`src/hiodw_pkg.sv`:
```
package hiodw_pkg;

  // ==========================================================
  // Host I/O address decode
  localparam int unsigned HIODW_ADDR_W   = 10;
  localparam int unsigned HIODW_BLK_LSB  = 4;
  localparam int unsigned HIODW_BLK_W    = HIODW_ADDR_W - HIODW_BLK_LSB;
  // Card base 300h: register window 300h..30fh, data port at 310h
  localparam logic [9:0]  HIODW_IO_BASE  = 10'h300;
  localparam logic [9:0]  HIODW_PORT_ADR = 10'h310;
  localparam logic [HIODW_BLK_W-1:0] HIODW_REG_BLK =
    HIODW_IO_BASE[HIODW_ADDR_W-1:HIODW_BLK_LSB];
  localparam logic [HIODW_BLK_W-1:0] HIODW_PORT_BLK =
    HIODW_PORT_ADR[HIODW_ADDR_W-1:HIODW_BLK_LSB];

  // ==========================================================
  // Pin levels arriving from the host bus and the controller
  typedef struct packed {
    logic [HIODW_ADDR_W-1:0] addr;
    logic                    aen;
    logic                    io_rd_n;
    logic                    io_wr_n;
    logic                    dma_ack_n;
    logic                    port_request;
    logic                    ctrl_ack_n;
    logic                    mem_read_strobe_n;
    logic                    mem_addr_bit_thirteen;
  } hiodw_pins_t;

  // Idle bus: strobes high, address enable high (no I/O cycle)
  localparam hiodw_pins_t HIODW_PINS_IDLE = '{
    addr:                  10'h000,
    aen:                   1'b1,
    io_rd_n:               1'b1,
    io_wr_n:               1'b1,
    dma_ack_n:             1'b1,
    port_request:          1'b0,
    ctrl_ack_n:            1'b1,
    mem_read_strobe_n:     1'b1,
    mem_addr_bit_thirteen: 1'b1
  };

  localparam int unsigned HIODW_PINS_W = $bits(hiodw_pins_t);

endpackage

```
`src/hiodw_sync.sv`:
```
`timescale 1ns/1ns
module hiodw_sync #(
  parameter int unsigned          WIDTH     = 1,
  parameter logic [WIDTH-1:0]     RESET_VAL = '0
) (
  input  wire logic             ref_clk,
  input  wire logic             rst,
  input  wire logic [WIDTH-1:0] async_in,
  output logic      [WIDTH-1:0] sync_out
);

  logic [WIDTH-1:0] meta_q;
  logic [WIDTH-1:0] meta_d;
  logic [WIDTH-1:0] sync_q;
  logic [WIDTH-1:0] sync_d;

  // Elaboration-time guard on the bundle width
  if (WIDTH < 1) begin : g_width_chk
    $error("hiodw_sync: WIDTH must be at least 1");
  end

  always_comb begin
    meta_d = async_in;
    sync_d = meta_q;
  end

  always_ff @(posedge ref_clk or posedge rst) begin
    if (rst) begin
      meta_q <= RESET_VAL;
      sync_q <= RESET_VAL;
    end else begin
      meta_q <= meta_d;
      sync_q <= sync_d;
    end
  end

  assign sync_out = sync_q;

endmodule // hiodw_sync

```
`src/hiodw_decode.sv`:
```
`timescale 1ns/1ns
// Behaviour
// - The register window sits at fixed base 300h and covers 300h to 30fh.
// - String transfers to the data port use address 310h both ways.
// - Register select asserts only in the window with a read or write strobe.
// - Register accesses wait while the controller is busy, until it acks.
// - Data port reads wait while the port request is still low.
// - Data port writes wait while the port request is still low.
// - Each port transfer ends with a read or write ack from DMA or port.
// - The wait line is driven only for register or data port accesses.
// - The address PROM is selected on memory read with address bit 13 low.
module hiodw_decode
(
  input  wire logic               ref_clk,
  input  wire logic               rst,
  input  wire hiodw_pkg::hiodw_pins_t host_pins,
  input  wire logic               host_reset_in,
  output logic                    controller_reg_select_n,
  output logic                    port_read_ack_n,
  output logic                    port_write_ack_n,
  output logic                    prom_select_n,
  output logic                    wait_out,
  output logic                    wait_drive_enable,
  output logic                    controller_reset_out
);
  import hiodw_pkg::*;

  // ==========================================================
  // Input synchronisers
  // The whole pin bundle shares one synchroniser so every decode
  // sees the same sample of address and strobes
  hiodw_pins_t pins_s;
  logic [HIODW_PINS_W-1:0] pins_raw;

  assign pins_raw = host_pins;

  hiodw_sync #(
    .WIDTH     (HIODW_PINS_W),
    .RESET_VAL (HIODW_PINS_IDLE)
  ) u_sync (
    .ref_clk  (ref_clk),
    .rst      (rst),
    .async_in (pins_raw),
    .sync_out (pins_s)
  );

  // ==========================================================
  // Decode
  logic io_rd;
  logic io_wr;
  logic dma_ack;
  logic reg_hit;
  logic port_hit;
  logic reg_sel;
  logic [HIODW_BLK_W-1:0] addr_blk;

  assign addr_blk = pins_s.addr[HIODW_ADDR_W-1:HIODW_BLK_LSB];

  logic reg_sel_q,  reg_sel_d;
  logic rd_ack_q,   rd_ack_d;
  logic wr_ack_q,   wr_ack_d;
  logic prom_q,     prom_d;
  logic wait_q,     wait_d;
  logic wait_en_q,  wait_en_d;

  always_comb begin
    io_rd    = !pins_s.io_rd_n;
    io_wr    = !pins_s.io_wr_n;
    dma_ack  = !pins_s.dma_ack_n;
    reg_hit  = !pins_s.aen &&
               pins_s.addr[HIODW_ADDR_W-1:HIODW_BLK_LSB]
                 == HIODW_REG_BLK;
    port_hit = !pins_s.aen &&
               pins_s.addr[HIODW_ADDR_W-1:HIODW_BLK_LSB]
                 == HIODW_PORT_BLK;
    reg_sel  = reg_hit && (io_rd || io_wr);

    reg_sel_d = reg_sel;
    rd_ack_d  = (port_hit && pins_s.port_request && io_rd)
              || (dma_ack && io_rd);
    wr_ack_d  = (port_hit && pins_s.port_request && io_wr)
              || (dma_ack && io_wr);
    wait_en_d = reg_sel || (port_hit && (io_rd || io_wr));
    if (reg_sel) begin
      wait_d = pins_s.ctrl_ack_n;
    end else begin
      wait_d = wait_en_d && !pins_s.port_request;
    end
    prom_d = !pins_s.mem_read_strobe_n
             && !pins_s.mem_addr_bit_thirteen;
  end

  always_ff @(posedge ref_clk or posedge rst) begin
    if (rst) begin
      reg_sel_q <= 1'b0;
      rd_ack_q  <= 1'b0;
      wr_ack_q  <= 1'b0;
      prom_q    <= 1'b0;
      wait_q    <= 1'b0;
      wait_en_q <= 1'b0;
    end else begin
      reg_sel_q <= reg_sel_d;
      rd_ack_q  <= rd_ack_d;
      wr_ack_q  <= wr_ack_d;
      prom_q    <= prom_d;
      wait_q    <= wait_d;
      wait_en_q <= wait_en_d;
    end
  end

  assign controller_reg_select_n = !reg_sel_q;
  assign port_read_ack_n         = !rd_ack_q;
  assign port_write_ack_n        = !wr_ack_q;
  assign prom_select_n           = !prom_q;
  assign wait_out                = wait_q;
  assign wait_drive_enable       = wait_en_q;
  // Pass-through so the controller resets with the host, unclocked
  assign controller_reset_out    = host_reset_in;
endmodule // hiodw_decode

```
`config.mk`:
```
export PLATFORM = sky130hd
export DESIGN_NAME = hiodw_decode
export DESIGN_NICKNAME = d
export VERILOG_FILES = /design/src/hiodw_pkg.sv /design/src/hiodw_sync.sv /design/src/hiodw_decode.sv
export SDC_FILE = /design/constraint.sdc
export NUM_CORES = 1
export LEC_CHECK = 0
export ABC_AREA = 1
export BUFFER_PORTS_ARGS = -buffer_cell sky130_fd_sc_hd__buf_2
export CAP_MARGIN = 5
export CORE_MARGIN = 3
export CORE_UTILIZATION = 52
export CTS_CLUSTER_DIAMETER = 150
export CTS_CLUSTER_SIZE = 30
export DETAILED_ROUTE_END_ITERATION = 8
export GPL_TIMING_DRIVEN = 0
export HOLD_SLACK_MARGIN = 0.1
export PLACE_DENSITY_LB_ADDON = 0.3
export SLEW_MARGIN = 20
export SYNTH_ARGS = -nofsm -noshare
export SYNTH_HDL_FRONTEND = slang
export SYNTH_SLANG_ARGS = --single-unit
```
`constraint.sdc`:
```
create_clock -name ref_clk -period 2.55 [get_ports ref_clk]
set_input_delay 0.255 -clock ref_clk [delete_from_list [all_inputs] [get_ports ref_clk]]
set_output_delay 0.255 -clock ref_clk [all_outputs]
set_load 0.05 [all_outputs]
```
# Word level (Yosys, flattened, before mapping)
# Index checks and enable logic that the tools add are counted.
# W data, S select, Z words.
[word_totals]
reg_bits = 42
input_bits = 21
out_inout_bits = 7
word_cells = 37
[op_classes]
eq_ne = 2
muxes = 1
n_reduce_logical = 26
[ops]
columns = ["operator", "n"]
rows = [
  ["$eq A6 B6 Y1 const B", 2],
  ["$logic_and A1 B1 Y1", 11],
  ["$logic_not A1 Y1", 11],
  ["$logic_or A1 B1 Y1", 4],
  ["$mux W1", 1],
]

# Logic depth before layout (Yosys ltp)
# Gate-level depths: netlist (run 1).
[depth]
depth_word = 6
mapped_depth = 6
depth_no_buf = 6

# Cells and area by module
# Synthesis (run 1) repeated with hierarchy kept, for this count alone.
[hier_totals]
cells_unflattened = 77
hier_area_um2 = 1242.4
[by_module_without_submodules]
columns = ["mod", "n_inst", "cells_per_inst", "area_per_inst_um2", "seq_area_each_um2"]
rows = [
  ["hiodw_sync", 1, 37, 922.1, 918.4],
  ["hiodw_decode", 1, 40, 320.3, 150.1],
]

# Worst setup path after synthesis (run 1)
# Ideal clock, no wire load.
[synth_timing]
path_kind = "reg2out"
startpoint = "register reg_sel_q"
endpoint = "output controller_reg_select_n"
arrival_time_ns = 0.645
required_time_ns = 2.295
slack_ns = 1.650
stages_incl_launch_ff = 2
path_buffers = 0
cell_sequence = "dfrtp_1 > inv_1"
[synth_between]
elab_chain_cells = 1
[synth_lines]
columns = ["element", "line_no", "text"]
rows = [
  ["from (decl)", "hiodw_decode.sv:59", "logic reg_sel_q, reg_sel_d;"],
  ["from (signal assigned)", "hiodw_decode.sv:102", "reg_sel_q <= reg_sel_d;"],
  ["$logic_not A1 Y1", "hiodw_decode.sv:111", "assign controller_reg_select_n = !reg_sel_q;"],
  ["to (decl)", "hiodw_decode.sv:18", "output logic controller_reg_select_n,"],
]
# No other way between the ends.

# Worst setup path after layout (run 1)
[layout_timing]
startpoint = "register wr_ack_q"
endpoint = "output port_write_ack_n"
[layout_between]
elab_chain_cells = 1
[layout_lines]
columns = ["element", "line_no", "text"]
rows = [
  ["from (decl)", "hiodw_decode.sv:61", "logic wr_ack_q, wr_ack_d;"],
  ["from (signal assigned)", "hiodw_decode.sv:104", "wr_ack_q <= wr_ack_d;"],
  ["$logic_not A1 Y1", "hiodw_decode.sv:113", "assign port_write_ack_n = !wr_ack_q;"],
  ["to (decl)", "hiodw_decode.sv:20", "output logic port_write_ack_n,"],
]
# No other way between the ends.

==> results.py, run 1 <==
metrics = {
    "outcome": {
        "status": "finished, final reports clean",
    },
    "critical_path": {
        "cp_top_family": "flip-flops",
        "worstSetupPathType": "reg2out",
        "critPathMaxFanout": 1,
        "critPathBufInv": 2,
        "cp_data_arrival_time_ns": 0.98,
        "ff2ff_setup_slack_ns": 1.58,
        "slowest_stage": "dfrtp_1",
        "cp.depth": 2,
        "cp.required_ns": 2.30,
        "crit_path_end_kind": "output port",
        "ff2ff_path_depth": 5,
        "cp-start-kind": "register",
        "crit_path_cell_trace": "inv_1, buf_2",
        "max_stage_delay_ns": 0.37,
    },
    "sta": {
        "drv_slew": 0,
        "setup_viol": 0,
        "fin_setup_tns_ns": 0,
        "rsz0062_at_grt": "false",
        "timing.fmax_mhz": 807,
        "maxSlewHeadroom_pct": 57.8,
        "hold_viol": 0,
        "tightest_slew_ns": 0.632,
        "fin_ws_ns": 1.31,
        "fin_crit_sh_pct": 48.6,
        "skew_ns": 0.00613,
        "fin_crit_ns": 1.24,
    },
    "yosys": {
        "synth_fp_nets": 89,
        "synth_top_area_cell": "dfrtp_1",
        "synth_adder_area_share_pct": 0,
        "syn_area_mm2": 0.00104,
        "synth_top_family_by_area": "simple AND/OR/NAND/NOR gates",
        "synth_xor_area_share_pct": 0,
        "ys_warn_count": 0,
        "avgSynthCellArea_um2": 15.3,
        "yosys.cell_types.count": 12,
        "synthMuxAreaShare_pct": 0,
        "synth_simple_gate_area_share_pct": 12.0,
        "synth-compound-area-share_pct": 0,
        "yosysSeqAreaShare_pct": 83.6,
        "synth_seq_cells": 34,
        "synth_area_leaders": "dfrtp_1 48%, dfstp_2 35%, inv_1 3.6%",
        "synth_cells": 68,
        "netlist.area_leader.share_pct": 48.2,
    },
    "grt": {
        "grt.overflow.total": 0,
        "grtUsageTotal_pct": 13.9,
        "grt_use_met2_pct": 24.8,
        "grt_busiest_layer": "met2",
        "antenna_found_initial": 0,
        "grt_pass1_wl_um": 2350,
        "grt_pass1_vias": 590,
        "grt_max_degree": 35,
        "grt_util_met1_pct": 11.3,
        "met3_usage_pct": 8.31,
    },
    "clock_network": {
        "cts_setup_buffers": 0,
        "ctsResizeCount": 0,
        "root_buffer": "clkbuf_4",
        "cts.sinks": 34,
        "clockBufferDepth": 2,
        "cts_made_buffers": 5,
        "clk_latency_ns": 0.32,
        "tritoncts": "built",
        "h-tree-depth": 2,
        "clkTransAtPathRegs_ns": 0.09,
    },
    "layout": {
        "num_antenna_cells": 0,
        "syn2layout_area_growth_pct": 35.7,
        "regArea_um2": 868,
        "final_area_mm2": 0.00141,
        "fin_util_pct": 78.2,
        "final_common_cell": "buf_2",
        "fillers": 110,
        "drive_above_1_share_pct": 46.9,
        "multi_input_area_um2": 125,
        "final_nets": 133,
        "mostFrequentLayoutCells": "22 x buf_2, 20 x dfrtp_1, 15 x dlygate4sd3_1, 14 x dfstp_2, 10 x nand2_1",
    },
    "min_path": {
        "hold_class": "reg2reg",
        "min_path_cells": 0,
    },
    "floorplanning": {
        "core-area_mm2": 0.00180,
        "ios": 28,
        "die_y_um": 50.7,
        "row_count": 15,
        "start_util_pct": 57.6,
        "die_width_um": 50.7,
        "dieArea_mm2": 0.00257,
    },
    "drt": {
        "vias": 577,
        "dr.pass1.iters": 2,
        "drtAntennaViolNets": 0,
        "route.detailed.drc": 0,
        "first_iter_violations": 2,
        "wl_per_cell_um": 9.62,
        "viasPerCell": 4.18,
        "wirelength_um": 1330,
    },
    "pwr": {
        "leakage_nw": 0.689,
        "pwr_density_cell_mw_per_mm2": 706,
        "ir_drop_v": 0.000475,
    },
    "placed_design": {
        "dp_hpwl_um": 784,
        "post-place-ws_ns": 1.18,
        "place_congestion": 0.780,
        "place_area_mm2": 0.00118,
        "port_buffers": 22,
    },
    "job": {
        "drv_cap": 0,
    },
}
[synthesized netlist by cell type, drive strengths merged]
| master | number |
|---|---|
| buf | 1 |
| dfrtp | 20 |
| dfstp | 14 |
| inv | 10 |
| nand2 | 12 |
| nand3 | 3 |
| nor2 | 8 |
[power by group]
group	leakage, nW	internal [W]	total [W]	switching (W)
clock	0.0446	0.000188	0.000345	0.000156
sequential	0.391	0.000573	0.000581	0.00000864
combinational	0.253	0.0000309	0.0000682	0.0000373
[worst register-to-register path, cell delays in order, from the launching register on]
cell     delay [ns]
dfstp_2        0.54
nand2_1        0.08
nand2_1        0.10
nor2_1         0.05
nand2_1        0.06
nand2_1        0.05
[path summary, 6_finish.rpt]
path,start,end
setup / recovery,wr_ack_q$_DFF_PP0_,port_write_ack_n
hold / removal,u_sync.meta_q[3]$_DFF_PP0_,u_sync.sync_out[3]$_DFF_PP0_
setup reg to reg,u_sync.sync_out[5]$_DFF_PP1_,wait_out$_DFF_PP0_
hold reg to reg,u_sync.meta_q[3]$_DFF_PP0_,u_sync.sync_out[3]$_DFF_PP0_
max in group asynchronous,rst,u_sync.meta_q[12]$_DFF_PP0_
min in group asynchronous,rst,u_sync.meta_q[13]$_DFF_PP0_
[area by class of cell]
cell class | instances | area share (%)
Buffer | 1 | 0.533
Clock buffer | 8 | 5.60
Inverter | 10 | 2.66
Multi-Input combinational cell | 23 | 8.88
Sequential cell | 34 | 61.6
Tap cell | 25 | 2.22
Timing Repair Buffer | 37 | 18.5
[through the flow]
| step | hold slack (ns) | power, W | cells |
|---|---|---|---|
| 2_1_floorplan | 0.259 | 0.000623 | 68 |
| 3_3_place_gp | 0.333 | 0.000640 | 115 |
| 3_5_place_dp | 0.335 | 0.000643 | 115 |
| 4_1_cts | 0.255 | 0.00101 | 137 |
| 5_1_grt | 0.351 | 0.00105 | 138 |
| 6_report | 0.354 | 0.000994 | 138 |
[logic make-up (layout without fill, tap and decap cells)]
family / Yosys count / in the layout
buffers and inverters: 11 / 56
flip-flops: 34 / 34
AND/OR/NAND/NOR: 23 / 23
[sequential cells by signal, summed over array words and instances, names as in the netlist]
name	count
u_sync.meta_q	14
prom_q	1
reg_sel_q	1
u_sync.sync_out	14
rd_ack_q	1
wait_drive_enable	1
wr_ack_q	1
wait_out	1
[routing by layer]
metal / share of wire (%) / routed length (µm)
met2: 53 / 699
met3: 9.1 / 121
met1: 35 / 465
met5: 0 / 0
met4: 3.0 / 40
[timing repair]
| action | CTS | global route |
|---|---|---|
| endpoints found under the hold margin | 14 | 20 |
| endpoints found under the setup margin | 0 | 0 |
| hold buffers | 14 | 1 |
(Power assumes the default switching activity.)
==> inputs of run 2 (changes only) <==
--- a/config.mk
+++ b/config.mk
@@ -9,7 +9,7 @@
 export BUFFER_PORTS_ARGS = -buffer_cell sky130_fd_sc_hd__buf_2
 export CAP_MARGIN = 5
 export CORE_MARGIN = 3
-export CORE_UTILIZATION = 52
+export CORE_UTILIZATION = 49
 export CTS_CLUSTER_DIAMETER = 150
 export CTS_CLUSTER_SIZE = 30
 export DETAILED_ROUTE_END_ITERATION = 8
==> constraint.sdc (replaced) <==
create_clock -name ref_clk -period 1.25 [get_ports ref_clk]
set_input_delay 0.125 -clock ref_clk [delete_from_list [all_inputs] [get_ports ref_clk]]
set_output_delay 0.125 -clock ref_clk [all_outputs]
set_load 0.05 [all_outputs]
==> run 2 against run 1 <==
Effect of this change:
- total power is 110% higher
- setup slack worse by 1.2 ns
- sequential share of layout area is 0.055 points lower
- final cell count up 1.4%
- critical path depth is the same
- first-iteration DRC count is 100% lower
- combinational power grew 110%
- global-route usage down 0.77 points
- core utilization shrank 7.0 points
- worst hold slack improved by 0.0012 ns
- largest cell class unchanged
- largest power group unchanged
==> results.py, run 2 (synthesis gave the netlist of run 1 again) <==
metrics = {
    "outcome": {
        "status": "finished, final reports clean",
    },
    "grt": {
        "grt_pass1_wl_um": 2330,
        "grt.overflow.total": 0,
        "grtUsageTotal_pct": 13.1,
        "antenna_found_initial": 0,
        "grt_pass1_vias": 555,
        "grt_max_degree": 35,
    },
    "critical_path": {
        "ff2ff_path_depth": 5,
        "crit_path_cell_trace": "inv_1, buf_2",
        "critPathBufInv": 2,
        "rr_startpoint": "u_sync.sync_out[5]$_DFF_PP1_",
        "cp_top_family": "flip-flops",
        "slowest_stage": "dfrtp_1",
        "worstSetupPathType": "reg2out",
        "cp_data_arrival_time_ns": 0.98,
        "cp-start-kind": "register",
        "critPathMaxFanout": 1,
        "cp.required_ns": 1.12,
        "ff2ff_setup_slack_ns": 0.29,
        "cp-startpoint": "prom_q$_DFF_PP0_",
        "worst_r2r_endpoint": "wait_out$_DFF_PP0_",
        "max_stage_delay_ns": 0.37,
        "crit_path_end_kind": "output port",
    },
    "sta": {
        "skew_ns": 0.00479,
        "maxSlewHeadroom_pct": 58.1,
        "timing.fmax_mhz": 906,
        "fin_crit_sh_pct": 88.3,
        "rsz0062_at_grt": "false",
        "drv_slew": 0,
        "whs_ns": 0.355,
        "tightest_slew_ns": 0.627,
        "hold_viol": 0,
        "fin_crit_ns": 1.10,
        "setup_viol": 0,
        "fin_setup_tns_ns": 0,
    },
    "min_path": {
        "holdPathEnd": "u_sync.sync_out[14]$_DFF_PP0_",
        "hold_class": "reg2reg",
        "min-delay-start": "u_sync.meta_q[14]$_DFF_PP0_",
        "min_path_cells": 0,
    },
    "layout": {
        "final_common_cell": "buf_2",
        "fillers": 133,
        "num_antenna_cells": 0,
        "drive_above_1_share_pct": 46.9,
        "syn2layout_area_growth_pct": 35.8,
        "final_nets": 133,
        "regArea_um2": 868,
        "mostFrequentLayoutCells": "22 x buf_2, 20 x dfrtp_1, 15 x dlygate4sd3_1, 14 x dfstp_2, 10 x nand2_1",
        "multi_input_area_um2": 125,
    },
    "pwr": {
        "ir_drop_v": 0.00110,
        "switching_share_pct": 20.6,
        "finalPower_w": 0.00207,
        "pwr-share-comb_pct": 6.8,
        "pwr-share-seq_pct": 57.2,
        "power_frac_clock_pct": 36.0,
        "switchingPower_w": 0.000427,
        "pwr_density_cell_mw_per_mm2": 1470,
        "p_int_w": 0.00165,
        "leakage_nw": 0.689,
    },
    "placed_design": {
        "dp_hpwl_um": 849,
        "port_buffers": 22,
        "place_congestion": 0.801,
    },
    "clock_network": {
        "cts_setup_buffers": 0,
        "clk_latency_ns": 0.32,
        "cts_made_buffers": 5,
        "root_buffer": "clkbuf_4",
        "cts.sinks": 34,
        "ctsResizeCount": 0,
        "tritoncts": "built",
        "clockBufferDepth": 2,
        "h-tree-depth": 2,
        "clkTransAtPathRegs_ns": 0.09,
    },
    "floorplanning": {
        "ios": 28,
        "row_count": 16,
        "die_y_um": 52.0,
        "die_width_um": 52.0,
        "dieArea_mm2": 0.00271,
        "start_util_pct": 52.4,
        "core-area_mm2": 0.00198,
    },
    "drt": {
        "viasPerCell": 4.08,
        "wl_per_cell_um": 9.64,
        "dr.pass1.iters": 1,
        "wirelength_um": 1350,
        "vias": 571,
        "drtAntennaViolNets": 0,
        "route.detailed.drc": 0,
        "first_iter_violations": 0,
    },
    "job": {
        "drv_cap": 0,
    },
}
## run 2: cell types whose count changed in the layout (fill, tap and decap cells not counted)
cell	change
clkbuf_8	-3
bufinv_16	+1
clkinv_2	+2
## run 2: worst max path at each step
stage	to	slack [ns]	cells past startpoint
floorplan	wait_out$_DFF_PP0_	0.35	5
global route	port_read_ack_n	0.05	2
finish	prom_select_n	0.15	2
CTS	port_read_ack_n	0.12	2
global placement	u_sync.sync_out[3]$_DFF_PP0_	0.08	2
detailed placement	rd_ack_q$_DFF_PP0_	0.31	5
## run 2: power groups by stage
stage	Sequential, W	Combinational [W]	Clock, W
floorplan	0.00120	0.0000671	0
global placement	0.00120	0.000102	0
detailed placement	0.00121	0.000106	0
CTS	0.00119	0.000141	0.000779
global route	0.00119	0.000156	0.000844
finish	0.00119	0.000140	0.000746
## run 2: worst reg2reg max path: stages, from the launching register on
cell and delay [ns]:
dfstp_2 0.54, nand2_1 0.08, nand2_1 0.09, nor2_1 0.04, nand2_1 0.06, nand2_1 0.04
## run 2: per-stage QoR
| step | instance area [µm²] | utilization [%] | instances | setup slack (ns) |
|---|---|---|---|---|
| 2_1_floorplan | 1040 | - | 68 | 0.355 |
| 3_3_place_gp | 1180 | 59.7 | 117 | 0.0810 |
| 3_5_place_dp | 1180 | 59.7 | 117 | 0.307 |
| 4_1_cts | 1410 | 71.1 | 140 | 0.120 |
| 5_1_grt | 1410 | 71.1 | 140 | 0.0523 |
| 6_report | 1410 | 71.1 | 140 | 0.146 |
## run 2: timing repair
action,CTS,global route
hold buffers,15,0
setup endpoints to repair,0,0
endpoints found under the hold margin,34,0
## run 2: area by class of cell
| type | count | area share (%) |
|---|---|---|
| plain buffers | 1 | 0.532 |
| clock buffers | 5 | 2.66 |
| clock inverters | 3 | 2.84 |
| inverters | 10 | 2.66 |
| multi-input cells | 23 | 8.87 |
| flip-flops and latches | 34 | 61.6 |
| well taps | 27 | 2.40 |
| repair buffers | 37 | 18.5 |
## run 2: metal layers
| metal | part of all wire [%] | vias up | global-route usage (%) |
|---|---|---|---|
| met5 | 0 | - | 0 |
| met4 | 2.4 | 0 | 7.86 |
| met3 | 8.3 | 5 | 6.88 |
| met2 | 56 | 22 | 21.5 |
| met1 | 33 | 258 | 12.8 |
| li1 | - | 286 | - |
==> inputs of run 3 (changes only) <==
--- a/config.mk
+++ b/config.mk
@@ -10,6 +10,7 @@
 export CAP_MARGIN = 5
 export CORE_MARGIN = 3
 export CORE_UTILIZATION = 49
+export CTS_BUF_LIST = sky130_fd_sc_hd__clkbuf_16
 export CTS_CLUSTER_DIAMETER = 150
 export CTS_CLUSTER_SIZE = 30
 export DETAILED_ROUTE_END_ITERATION = 8
==> run 3 against run 2 <==
Effect of this change:
- register-to-register slack better by 0.02 ns
- final cell count unchanged
- clock skew decreased by 0.0026 ns
- die area is the same
- sequential share of layout area fell by 3.6 points
- via count fell by 0.88%
- flip-flop and latch count did not move
- clock power rose by 78%
- first-iteration DRC count rose by 2
- setup slack better by 0.067 ns
- critical endpoint unchanged
==> results.py, run 3 (synthesis gave the netlist of run 1 again) <==
metrics = {
    "sta": {
        "fin_crit_sh_pct": 83.0,
        "drv_slew": 0,
        "skew_ns": 0.00215,
        "fin_crit_ns": 1.04,
        "whs_ns": 0.345,
        "rsz0062_at_grt": "false",
        "tightest_slew_ns": 0.630,
        "fin_setup_tns_ns": 0,
        "setup_viol": 0,
        "maxSlewHeadroom_pct": 57.9,
        "hold_viol": 0,
        "timing.fmax_mhz": 964,
    },
    "placed_design": {
        "dp_cells": 117,
        "port_buffers": 22,
        "place_congestion": 0.801,
        "dp_hpwl_um": 849,
    },
    "critical_path": {
        "cp_top_family": "flip-flops",
        "slowest_stage": "dfrtp_1",
        "cp.required_ns": 1.12,
        "critPathMaxFanout": 1,
        "cp-start-kind": "register",
        "cp_data_arrival_time_ns": 0.91,
        "crit_path_end_kind": "output port",
        "worstSetupPathType": "reg2out",
        "critPathBufInv": 2,
        "max_stage_delay_ns": 0.35,
        "crit_path_cell_trace": "inv_1, buf_2",
    },
    "clock_network": {
        "root_buffer": "clkbuf_16",
        "cts_made_buffers": 5,
        "ctsResizeCount": 0,
        "clkTransAtPathRegs_ns": 0.05,
        "clk_latency_ns": 0.27,
        "cts.sinks": 34,
        "clockBufferDepth": 2,
        "h-tree-depth": 2,
        "tritoncts": "built",
    },
    "layout": {
        "fin_util_pct": 75.6,
        "final_cells": 140,
        "fillers": 124,
        "num_antenna_cells": 0,
        "mostFrequentLayoutCells": "22 x buf_2, 20 x dfrtp_1, 15 x dlygate4sd3_1, 14 x dfstp_2, 10 x nand2_1",
        "final_common_cell": "buf_2",
        "syn2layout_area_growth_pct": 44.2,
        "drive_above_1_share_pct": 46.9,
        "final_nets": 133,
        "regArea_um2": 868,
        "multi_input_area_um2": 125,
    },
    "grt": {
        "antenna_found_initial": 0,
        "grt_pass1_wl_um": 2360,
        "grt_max_degree": 35,
        "grt.overflow.total": 0,
        "grt_pass1_vias": 561,
        "grtUsageTotal_pct": 13.6,
    },
    "floorplanning": {
        "die_y_um": 52.0,
        "row_count": 16,
        "die_width_um": 52.0,
        "core-area_mm2": 0.00198,
        "start_util_pct": 52.4,
        "dieArea_mm2": 0.00271,
        "ios": 28,
    },
    "drt": {
        "drtAntennaViolNets": 0,
        "viasPerCell": 4.04,
        "first_iter_violations": 2,
        "wl_per_cell_um": 9.74,
        "route.detailed.drc": 0,
        "dr.pass1.iters": 2,
        "wirelength_um": 1360,
        "vias": 566,
    },
    "pwr": {
        "pwr_density_cell_mw_per_mm2": 1780,
        "ir_drop_v": 0.00149,
        "leakage_nw": 0.728,
    },
    "outcome": {
        "status": "finished, final reports clean",
    },
    "job": {
        "drv_cap": 0,
    },
    "min_path": {
        "hold_class": "reg2reg",
    },
}
-- run 3: cell counts in the layout (fill, tap and decap cells not counted) --
No cell type changed its count.
-- run 3: layer usage --
layer | vias to the layer above | wire length [µm] | track usage, %
met2 | 21 | 732 | 20.9
li1 | 285 | - | -
met3 | 6 | 116 | 7.74
met1 | 254 | 467 | 13.4
met5 | - | 0 | 0
met4 | 0 | 46 | 10.5
-- run 3: cell type report --
type	instances	area share (%)
plain buffers	1	0.501
clock buffers	5	8.35
clock inverters	3	2.67
inverters	10	2.51
multi-input cells	23	8.35
flip-flops and latches	34	58.0
well taps	27	2.26
repair buffers	37	17.4
-- run 3: stage by stage --
step	area, µm²	worst slack [ns]	total power, W
2_1_floorplan	1040	0.355	0.00127
3_3_place_gp	1180	0.0810	0.00131
5_1_grt	1500	0.150	0.00278
6_report	1500	0.213	0.00266
3_5_place_dp	1180	0.307	0.00131
4_1_cts	1500	0.204	0.00270
-- run 3: worst paths after layout --
path | endpoint | from | depth (start not counted) | slack, ns
max in group asynchronous | u_sync.sync_out[12]$_DFF_PP0_ | rst | 3 | 0.36
worst min register to register | u_sync.sync_out[16]$_DFF_PP0_ | u_sync.meta_q[16]$_DFF_PP0_ | 0 | 0.34
worst max-delay path | prom_select_n | prom_q$_DFF_PP0_ | 2 | 0.21
worst min-delay path | u_sync.sync_out[16]$_DFF_PP0_ | u_sync.meta_q[16]$_DFF_PP0_ | 0 | 0.34
worst max register to register | wait_out$_DFF_PP0_ | u_sync.sync_out[5]$_DFF_PP1_ | 5 | 0.31
min in group asynchronous | u_sync.meta_q[12]$_DFF_PP0_ | rst | 3 | 0.48
-- run 3: power breakdown --
group | leakage (nW) | total [W] | switching [W] | internal, W
sequential | 0.391 | 0.00119 | 0.0000179 | 0.00117
clock | 0.0836 | 0.00133 | 0.000402 | 0.000929
combinational | 0.253 | 0.000139 | 0.0000762 | 0.0000630
-- run 3: what timing repair did --
action                                 in CTS  in global routing
endpoints found under the hold margin      34                  0
setup endpoints to repair                   0                  0
hold buffers                               15                  0
buffers inserted                            0                  0
